--- src/rtl/p3m_map.svh ---
`ifndef P3M_MAP_SVH
`define P3M_MAP_SVH

// Core clock period and generated nibble clock period, in nanoseconds
`define P3M_CORE_PERIOD_NS   10
`define P3M_NIBBLE_PERIOD_NS 80

// Reset values
`define P3M_STATE_RST        '0
`define P3M_SYNC_RST         '0
`define P3M_DIV_RST          3'h0

// Layout of the synchronised pin vector
`define P3M_PIN_W            11
`define P3M_PIN_MODE         10
`define P3M_PIN_TX_CLK       9
`define P3M_PIN_RX_CLK       8
`define P3M_PIN_TX_EN        7
`define P3M_PIN_TX_ERR       6
`define P3M_PIN_TX_D_HI      5
`define P3M_PIN_TX_D_LO      2
`define P3M_PIN_COL          1
`define P3M_PIN_CRS          0

`endif

--- src/rtl/p3m_pkg.sv ---
package p3m_pkg;

  // Egress sequencer, Gray coded along idle -> send -> flush
  typedef enum logic [1:0] {
    P3M_EG_IDLE  = 2'b00,
    P3M_EG_SEND  = 2'b01,
    P3M_EG_FLUSH = 2'b11
  } p3m_eg_state_t;

  typedef struct packed {
    logic [2:0]    div_cnt;
    logic          clk_gen;
    logic          tx_clk_q;
    logic          rx_clk_q;
    logic          link_q;
    p3m_eg_state_t eg_state;
    logic          rx_valid;
    logic [3:0]    rx_data;
    logic          ing_valid;
    logic [3:0]    ing_data;
    logic          ing_frame;
    logic          ing_end;
    logic          ing_error;
    logic          err_seen;
    logic          crs;
    logic          col;
    logic          col_flag;
    logic          flush_req;
  } p3m_state_t;

endpackage

--- src/rtl/p3m_mii_port.sv ---
`timescale 1ns/1ps
`include "p3m_map.svh"

// Functional notes
// - MII traffic is switch port 3 traffic
// - Separate transmit and receive groups, own clocks
// - Exactly one role: PHY or MAC mode
// - Unencoded nibbles, quarter of bit rate
// - Transmit side qualifies data: valid, error
// - Receive valid marks good nibbles
// - Half duplex collision flagged during transmission
// - No receive/transmit error output driven
// - Errored frames filtered inside, not signalled
// - Bypass exists only in PHY mode
// - PHY mode: transmit error pin is link status
// - Link high: stop forwarding new frames here
// - Link rising: flush frames queued for port
module p3m_mii_port
  import p3m_pkg::*;
(
  // Clock and reset
  input  wire logic       core_clk_in,
  input  wire logic       srst_in,
  // Configuration
  input  wire logic       mode_mac_in,
  input  wire logic       half_duplex_in,
  // Transmit group pins (device input side)
  input  wire logic       p3_tx_enable_in,
  input  wire logic       p3_tx_error_in,
  input  wire logic       p3_tx_data_bit3_in,
  input  wire logic       p3_tx_data_bit2_in,
  input  wire logic       p3_tx_data_bit1_in,
  input  wire logic       p3_tx_data_bit0_in,
  input  wire logic       p3_tx_clock_in,
  output logic            p3_tx_clock_out,
  output logic            p3_tx_clock_oe_n_out,
  // Receive group pins (device output side)
  output logic            p3_rx_valid_out,
  output logic            p3_rx_data_bit3_out,
  output logic            p3_rx_data_bit2_out,
  output logic            p3_rx_data_bit1_out,
  output logic            p3_rx_data_bit0_out,
  input  wire logic       p3_rx_clock_in,
  output logic            p3_rx_clock_out,
  output logic            p3_rx_clock_oe_n_out,
  // Collision and carrier sense pins
  input  wire logic       p3_collision_in,
  output logic            p3_collision_out,
  output logic            p3_collision_oe_n_out,
  input  wire logic       p3_carrier_sense_in,
  output logic            p3_carrier_sense_out,
  output logic            p3_carrier_sense_oe_n_out,
  // Ingress stream toward the switch fabric
  output logic            ing_valid_out,
  output logic [3:0]      ing_data_out,
  output logic            ing_frame_out,
  output logic            ing_end_out,
  output logic            ing_error_out,
  // Egress stream from the switch fabric
  input  wire logic       eg_valid_in,
  input  wire logic [3:0] eg_data_in,
  input  wire logic       eg_last_in,
  output logic            eg_ready_out,
  // Bypass and status toward the fabric
  output logic            fwd_block_out,
  output logic            flush_req_out,
  output logic            port_collision_flag_out,
  output logic            carrier_sense_out
);

  ////////////////////////////////////////////////////////////////////////////
  // Constants

  localparam int         HALF_CYC = (`P3M_NIBBLE_PERIOD_NS / `P3M_CORE_PERIOD_NS) / 2;
  localparam logic [2:0] HALF_M1  = 3'(HALF_CYC - 1);

  ////////////////////////////////////////////////////////////////////////////
  // Pin synchronisers

  logic [`P3M_PIN_W-1:0] pin_raw;
  logic [`P3M_PIN_W-1:0] pin_sync;

  assign pin_raw = {mode_mac_in, p3_tx_clock_in, p3_rx_clock_in, p3_tx_enable_in,
                    p3_tx_error_in, p3_tx_data_bit3_in, p3_tx_data_bit2_in,
                    p3_tx_data_bit1_in, p3_tx_data_bit0_in, p3_collision_in,
                    p3_carrier_sense_in};

  // Data and clock share the same latency, so their alignment is kept
  p3m_sync2 #(
    .WIDTH (`P3M_PIN_W)
  ) u_pin_sync (
    .core_clk_in (core_clk_in),
    .srst_in     (srst_in),
    .async_in    (pin_raw),
    .sync_out    (pin_sync)
  );

  logic       mac;
  logic       sy_tx_clk;
  logic       sy_rx_clk;
  logic       sy_tx_en;
  logic       sy_tx_err;
  logic [3:0] sy_tx_data;
  logic       sy_col;
  logic       sy_crs;

  assign mac        = pin_sync[`P3M_PIN_MODE];
  assign sy_tx_clk  = pin_sync[`P3M_PIN_TX_CLK];
  assign sy_rx_clk  = pin_sync[`P3M_PIN_RX_CLK];
  assign sy_tx_en   = pin_sync[`P3M_PIN_TX_EN];
  assign sy_tx_err  = pin_sync[`P3M_PIN_TX_ERR];
  assign sy_tx_data = pin_sync[`P3M_PIN_TX_D_HI:`P3M_PIN_TX_D_LO];
  assign sy_col     = pin_sync[`P3M_PIN_COL];
  assign sy_crs     = pin_sync[`P3M_PIN_CRS];

  ////////////////////////////////////////////////////////////////////////////
  // State

  p3m_state_t s;
  p3m_state_t next_s;

  logic tx_lvl;
  logic rx_lvl;
  logic tx_rise;
  logic rx_fall;
  logic link_lvl;

  always_comb begin
    next_s           = s;
    next_s.ing_valid = 1'b0;
    next_s.ing_end   = 1'b0;
    next_s.flush_req = 1'b0;

    // Nibble clock for PHY mode, the divider runs in both modes
    if (s.div_cnt == HALF_M1) begin
      next_s.div_cnt = `P3M_DIV_RST;
      next_s.clk_gen = ~s.clk_gen;
    end else begin
      next_s.div_cnt = s.div_cnt + 3'h1;
    end

    // Direction clocks: own divider in PHY mode, partner clocks in MAC mode
    tx_lvl          = mac ? sy_tx_clk : s.clk_gen;
    rx_lvl          = mac ? sy_rx_clk : s.clk_gen;
    tx_rise         = tx_lvl & ~s.tx_clk_q;
    rx_fall         = ~rx_lvl & s.rx_clk_q;
    next_s.tx_clk_q = tx_lvl;
    next_s.rx_clk_q = rx_lvl;

    // Link status only has meaning in PHY mode
    link_lvl      = ~mac & sy_tx_err;
    next_s.link_q = link_lvl;
    if (link_lvl && !s.link_q) begin
      next_s.flush_req = 1'b1;
    end

    // Ingress: nibbles taken on the transmit-side rising edge
    if (tx_rise) begin
      if (sy_tx_en) begin
        next_s.ing_valid = 1'b1;
        next_s.ing_data  = sy_tx_data;
        next_s.ing_frame = 1'b1;
        if (mac && sy_tx_err) begin
          // Partner's receive error only marks the frame for dropping
          next_s.err_seen = 1'b1;
        end
      end else if (s.ing_frame) begin
        next_s.ing_frame = 1'b0;
        next_s.ing_end   = 1'b1;
        next_s.ing_error = s.err_seen;
        next_s.err_seen  = 1'b0;
      end
    end

    // Egress: data changes on the falling edge so the partner samples on rise
    case (s.eg_state)
      P3M_EG_IDLE, P3M_EG_SEND: begin
        if (link_lvl) begin
          // Frame in flight is cut short; the partner is powered down anyway
          next_s.rx_valid = 1'b0;
          next_s.eg_state = P3M_EG_FLUSH;
        end else if (rx_fall) begin
          if (eg_valid_in) begin
            next_s.rx_valid = 1'b1;
            next_s.rx_data  = eg_data_in;
            next_s.eg_state = eg_last_in ? P3M_EG_IDLE : P3M_EG_SEND;
          end else begin
            next_s.rx_valid = 1'b0;
            next_s.eg_state = P3M_EG_IDLE;
          end
        end
      end
      P3M_EG_FLUSH: begin
        next_s.rx_valid = 1'b0;
        if (!link_lvl) begin
          next_s.eg_state = P3M_EG_IDLE;
        end
      end
      default: begin
        next_s.rx_valid = 1'b0;
        next_s.eg_state = P3M_EG_IDLE;
      end
    endcase

    // Carrier sense and collision toward an external MAC (PHY mode)
    next_s.crs = sy_tx_en | s.rx_valid;
    next_s.col = half_duplex_in & sy_tx_en & s.rx_valid;

    // Collision seen by port 3 in either role, half duplex only
    next_s.col_flag = half_duplex_in & (mac ? sy_col : (sy_tx_en & s.rx_valid));
  end

  always_ff @(posedge core_clk_in) begin
    if (srst_in) begin
      s <= `P3M_STATE_RST;
    end else begin
      s <= next_s;
    end
  end

  ////////////////////////////////////////////////////////////////////////////
  // Outputs

  // Clocks and status pins are driven only in PHY mode
  assign p3_tx_clock_out           = s.clk_gen;
  assign p3_tx_clock_oe_n_out      = mac;
  assign p3_rx_clock_out           = s.clk_gen;
  assign p3_rx_clock_oe_n_out      = mac;
  assign p3_collision_out          = s.col;
  assign p3_collision_oe_n_out     = mac;
  assign p3_carrier_sense_out      = s.crs;
  assign p3_carrier_sense_oe_n_out = mac;

  // No error pin exists on the output side at all
  assign p3_rx_valid_out     = s.rx_valid;
  assign p3_rx_data_bit3_out = s.rx_data[3];
  assign p3_rx_data_bit2_out = s.rx_data[2];
  assign p3_rx_data_bit1_out = s.rx_data[1];
  assign p3_rx_data_bit0_out = s.rx_data[0];

  assign ing_valid_out = s.ing_valid;
  assign ing_data_out  = s.ing_data;
  assign ing_frame_out = s.ing_frame;
  assign ing_end_out   = s.ing_end;
  assign ing_error_out = s.ing_error;

  // Flushing accepts a queued nibble on every core cycle and discards it
  assign eg_ready_out = (s.eg_state == P3M_EG_FLUSH) |
                        (rx_fall & ~link_lvl);

  assign fwd_block_out           = link_lvl;
  assign flush_req_out           = s.flush_req;
  assign port_collision_flag_out = s.col_flag;
  assign carrier_sense_out       = mac ? sy_crs : s.crs;

endmodule

--- src/rtl/p3m_sync2.sv ---
`timescale 1ns/1ps
`include "p3m_map.svh"

module p3m_sync2 #(
  parameter int WIDTH = 1
) (
  // Clock and reset
  input  wire logic             core_clk_in,
  input  wire logic             srst_in,
  // Asynchronous levels and their synchronised copies
  input  wire logic [WIDTH-1:0] async_in,
  output logic      [WIDTH-1:0] sync_out
);

  typedef struct packed {
    logic [WIDTH-1:0] meta;
    logic [WIDTH-1:0] sync;
  } p3m_sync_state_t;

  p3m_sync_state_t s;
  p3m_sync_state_t next_s;

  // First stage feeds only the second stage
  always_comb begin
    next_s      = s;
    next_s.meta = async_in;
    next_s.sync = s.meta;
  end

  always_ff @(posedge core_clk_in) begin
    if (srst_in) begin
      s <= `P3M_SYNC_RST;
    end else begin
      s <= next_s;
    end
  end

  assign sync_out = s.sync;

endmodule

--- config.mk ---
export PLATFORM = sky130hd
export DESIGN_NAME = p3m_mii_port
export DESIGN_NICKNAME = d
export VERILOG_FILES = /design/src/rtl/p3m_pkg.sv /design/src/rtl/p3m_mii_port.sv /design/src/rtl/p3m_sync2.sv
export VERILOG_INCLUDE_DIRS = /design/src /design/src/rtl
export SDC_FILE = /design/constraint.sdc
export NUM_CORES = 1
export LEC_CHECK = 0
export BUFFER_PORTS_ARGS = -buffer_cell sky130_fd_sc_hd__buf_2
export CAP_MARGIN = 0
export CORE_AREA = 2 2 62 64
export DETAILED_ROUTE_END_ITERATION = 10
export DIE_AREA = 0 0 64 66
export PLACE_DENSITY_LB_ADDON = 0.1
export SLEW_MARGIN = 20
export SYNTH_ARGS = -nofsm -noshare
export SYNTH_HDL_FRONTEND = slang
export SYNTH_SLANG_ARGS = --single-unit
--- constraint.sdc ---
create_clock -name core_clk_in -period 1.74 [get_ports core_clk_in]
set_input_delay 0 -clock core_clk_in [delete_from_list [all_inputs] [get_ports core_clk_in]]
set_output_delay 0 -clock core_clk_in [all_outputs]
set_load 0.02 [all_outputs]
# After elaboration in Yosys (flattened, before gate mapping)
# Cells that the tools add are included.
word_totals:
  in_bits: 20
  elab_cells: 75
  register_bits: 49
  output_inout_bits: 26
op_classes:
  reduce_logical: 14
  eq_ne: 6
  muxes: 17
  add_sub_neg: 1
  bitwise_logic: 17
ops:
  columns: ["cell", "count"]
  rows:
  - ["2-to-1 mux 1 bit", 9]
  - ["AND 1 bit", 8]
  - ["2-to-1 mux 7 bit", 1]
  - ["inverter 1 bit", 7]
  - ["2-to-1 mux 3 bit", 2]
  - ["one-hot mux 3 bit (2 select lines)", 1]
  - ["AND reduction 3 bit", 2]
  - ["OR reduction 2 bit", 3]
  - ["2-to-1 mux 5 bit", 1]
  - ["2-to-1 mux 2 bit", 2]
  - ["2-to-1 mux 4 bit", 1]
  - ["!= test 2 bit, second input constant", 2]
  - ["AND reduction 2 bit", 2]
  - ["AND reduction 4 bit", 1]
  - ["adder 3 x 1 -> 3 bit, second input constant", 1]
  - ["== test 3 x 2 -> 1 bit, second input constant", 1]
  - ["!= test 3 bit, second input constant", 1]
  - ["OR reduction 3 bit", 1]
  - ["== test 2 x 1 -> 1 bit, second input constant", 1]
  - ["== test 2 bit, second input constant", 1]
  - ["logical AND 1 bit", 2]
  - ["logical NOT 2 bit", 1]
  - ["OR 1 bit", 2]
  - ["nonzero test 2 bit", 1]
  - ["logical NOT 1 bit", 1]

# Longest topological paths before layout
depth:
  ltp_word: 6
  depth_mapped: 6

# Hierarchy
# A second synthesis with hierarchy kept.
hier_totals:
  cells_unflattened: 167
  area_unflattened_um2: 1808.0
by_module_without_submodules:
  columns: ["module", "seq_area_each_um2", "area_each_um2", "cells_per_inst", "instances"]
  rows:
  - ["p3m_mii_port", 540.5, 1167.4, 121, 1]
  - ["p3m_sync2", 440.4, 640.6, 46, 1]

# Worst setup path before layout
# No wires, ideal clock.
synth_path:
  path_kind: "register to register"
  from: "register u_pin_sync.s (netlist bit u_pin_sync.sync_out[10])"
  to: "register s (netlist bit p3_rx_data_bit0_out)"
  t_arrival_ps: 1567
  stages_incl_launch_ff: 6
  required_time_ps: 1612
  setup_ps: 128
  slack_ps: 45
  path_buffers: 1
  path_cell_list: "dfxtp_1 -> buf_6 -> mux2i_4 -> nor4b_4 -> mux2i_1 -> nor2_1"
synth_between:
  elab_chain_cells: 4
  elab_cells_between_ends: 7
  classes_between: "1 x mux; 5 x bitwise; 1 x reduce/logical"
synth_lines:
  columns: ["element", "line_no", "source"]
  rows:
  - ["start: declaration", "p3m_sync2.sv:20", "p3m_sync_state_t s;"]
  - ["start signal: assignment", "p3m_sync2.sv:32", "s <= `P3M_SYNC_RST;"]
  - ["start signal: assignment", "p3m_sync2.sv:34", "s <= next_s;"]
  - ["2-to-1 mux 1 bit or inverter 1 bit (tied branches)", "p3m_mii_port.sv:144, p3m_mii_port.sv:151", null]
  - ["inverter 1 bit or AND 1 bit (tied branches)", "p3m_mii_port.sv:146, p3m_mii_port.sv:151", null]
  - ["AND 1 bit or inverter 1 bit (tied branches)", null, null]
  - ["AND reduction 4 bit (no source line) (*)", null, null]
  - ["end signal: assignment", "p3m_mii_port.sv:215", "s <= `P3M_STATE_RST;"]
  - ["end signal: assignment", "p3m_mii_port.sv:217", "s <= next_s;"]
  - ["end: declaration", "p3m_mii_port.sv:119", "p3m_state_t s;"]
# Every way passes the cells marked *; elsewhere a longest branch is shown, timed or not.
# A chain may end at the register's enable or synchronous reset.

# Worst setup path after layout
layout_path:
  from: "register s (netlist bit p3_rx_clock_out)"
  to: "register s[4] (netlist bit)"
layout_between:
  elab_chain_cells: 3
layout_lines:
  columns: ["element", "line_no", "source"]
  rows:
  - ["2-to-1 mux 1 bit", "p3m_mii_port.sv:143", "tx_lvl = mac ? sy_tx_clk : s.clk_gen;"]
  - ["AND 1 bit", "p3m_mii_port.sv:145", "tx_rise = tx_lvl & ~s.tx_clk_q;"]
  - ["AND reduction 3 bit (no source line)", null, null]
# No other way between the ends.

==> metrics.yaml <==
yosys-top-cells-count: "dfxtp_1 (49), nor2_1 (25), nor2b_1 (22)"
critPathRequiredTime_ps: 2000
start_util_pct: 48.2
grt_usage_pct: 14.9
timing_hold_violations_final: 0
clock_path_buffers: 2
p_seq_share_pct: 55.2
io_buffers: 45
ant_nets: 0
num_vias: 1245
die_h_microns: 66
cp_max_fo: 7
core-area_sq_mm: 0.00355
max_slew.worst_pin.slew_ps: 366
rows: 22
stdcell_count: 269
slew_headroom_pct: 75.1
wire_per_inst_microns: 10.5
yosysTopAreaCellShare_pct: 57.3
antenna_cells: 0
end_kind: "flop"
final-max-slew-violation-count: 0
dr.pass1.iters: 4
yosysTopAreaCell: "dfxtp_1"
antenna_found_initial: 0
wl_microns: 2840
grt_max_degree: 19
synth.distinct_cells: 32
nFillCells: 285
tritoncts: "built"
maxCapViolations: 0
grt_pass1_vias: 1156
switching_share_pct: 20.6
drive_above_1_share_pct: 30.8
drt_iter0_drc: 48
synth.area.top_cells: "dfxtp_1 (57%), nor2b_1 (8.0%), mux2i_1 (5.8%), nor2_1 (5.5%), buf_4 (3.5%)"
hp-class: "in -> reg"
synth_most_common_cell: "dfxtp_1"
synth_nets: 182
synth_flop_cell: "dfxtp_1"
critPathLaunchType: "flop"
async_flop_share_pct: 0
syn_inst: 160
max-vdd-ir-drop_v: 0.000529
skew_ps: 7.38
pwr-share-clk_pct: 36.3
cts.clk_slew.worst_paths_ps: 130
ios: 46
synth_edf_count: 0
drt_drc_violations_left: 0
nets: 242
gp_congestion: 0.768
clk_latency_ps: 350
power_density_mw_per_mm2: 965
final.period_utilization_pct: 93.0
setup_viol: 0
finalCriticalPeriod_ps: 1620
p_int_mw: 1.71
syn_to_final_growth_pct: 30.3
synth_area_sq_mm: 0.00171
cts_buffers: 5
syn_avg_cell_area_sq_um: 10.7
outcome: "completed"
dp.cells: 242
dieArea_sq_mm: 0.00422
grt_pass1_wl_microns: 4840
rsz0062_at_grt: "false"
hpwl_microns: 1980
crit_type: "reg -> reg"
netSwitchingPower_uw: 444
cts_root_buf: "clkbuf_4"
grt_remaining_overflow: 0
cts_htree_levels: 2
synth-warning-count: 0
max_freq_mhz: 618
arrival_ps: 1880
die_w_microns: 64
synth_seq_cells: 49
leakagePower_nw: 0.988
ys_seq_area_share_pct: 57.3
routed_via_density: 4.63
cts_sinks: 49
combPwrFrac_pct: 8.5
fin_tns_setup_ps: 0
## timing repair
action,CTS,global route
hold buffers,18,0
setup buffers,0,1
endpoints found under the hold margin,20,0
resized for setup,0,3
setup endpoints to repair,0,5
## logic make-up after synthesis
group | after synthesis | synth area share (%)
flops | 49 | 57.3
simple gates | 65 | 21.8
xor+xnor | 1 | 0.511
compound gates | 12 | 4.16
fa+ha+maj | 2 | 1.46
mux | 13 | 8.62
buf+inv | 18 | 6.14
## cell usage in the layout (no fill, tap or decap), types with 2 or more instances in the layout
master,instances
nor2_1,25
o21ai_0,3
clkbuf_4,5
a21oi_1,5
nor2b_1,22
inv_1,2
ha_1,2
mux2i_1,10
buf_2,45
nand2_1,6
dfxtp_1,48
dlygate4sd3_1,18
nor3_1,3
bufinv_16,2
buf_4,4
## power groups by stage
stage	clock (mW)	sequential, mW	combinational, mW
2_1_floorplan	0	1.22	0.104
3_3_place_gp	0	1.21	0.149
3_5_place_dp	0	1.21	0.153
4_1_cts	0.805	1.19	0.184
5_1_grt	0.861	1.19	0.203
6_report	0.782	1.19	0.183
## sequential cells by signal (all words and copies together) (netlist names), 4 cells and up
name and count:
ing_data_out 4, u_pin_sync.next_s 11, u_pin_sync.sync_out 11, s 9
## area by class of cell
cell class / instances / area, sq um / share of cell area (%)
clock buffers: 5 / 37.5 / 1.68
clock inverters: 3 / 65.1 / 2.91
inverters: 3 / 11.3 / 0.504
multi-input cells: 93 / 627 / 28.1
flip-flops and latches: 49 / 985 / 44.1
well taps: 48 / 60.1 / 2.69
repair buffers: 68 / 447 / 20.0
## final timing paths
kind | slack (ps) | start | depth (start not counted) | endpoint
setup / recovery | 120 | p3_rx_clock_out | 4 | s[4]
hold reg to reg | 400 | s[20] | 1 | flush_req_out
setup reg to reg | 120 | p3_rx_clock_out | 4 | s[4]
hold / removal | 20 | eg_last_in | 3 | s[18]
## metal layers
| metal | GRT usage, % | up-vias | routed length (microns) |
|---|---|---|---|
| met3 | 5.28 | 5 | 171 |
| li1 | - | 636 | - |
| met2 | 26.3 | 42 | 1380 |
| met1 | 16.0 | 562 | 1240 |
| met4 | 6.79 | 0 | 40 |
| met5 | 0 | - | 0 |
## worst max-delay path, cell delays in order (launching register included)
cell     delay, ps
dfxtp_1        560
mux2i_2        200
or4b_4         540
a32oi_1        170
nor2_1          60
## per-stage QoR
step / power, mW / util (%) / instance area [sq um] / worst slack (ps) / hold slack (ps)
global route: 2.26 / 62.9 / 2230 / 19.7 / 4.03
global placement: 1.36 / 54.5 / 1930 / 115 / 209
finish: 2.15 / 62.9 / 2230 / 123 / 23.2
CTS: 2.18 / 62.4 / 2220 / 33.6 / 3.15
floorplan: 1.32 / - / 1710 / 45.3 / 128
detailed placement: 1.37 / 54.5 / 1930 / 49.9 / 213
Note: power is estimated with default switching activity, not from simulation.
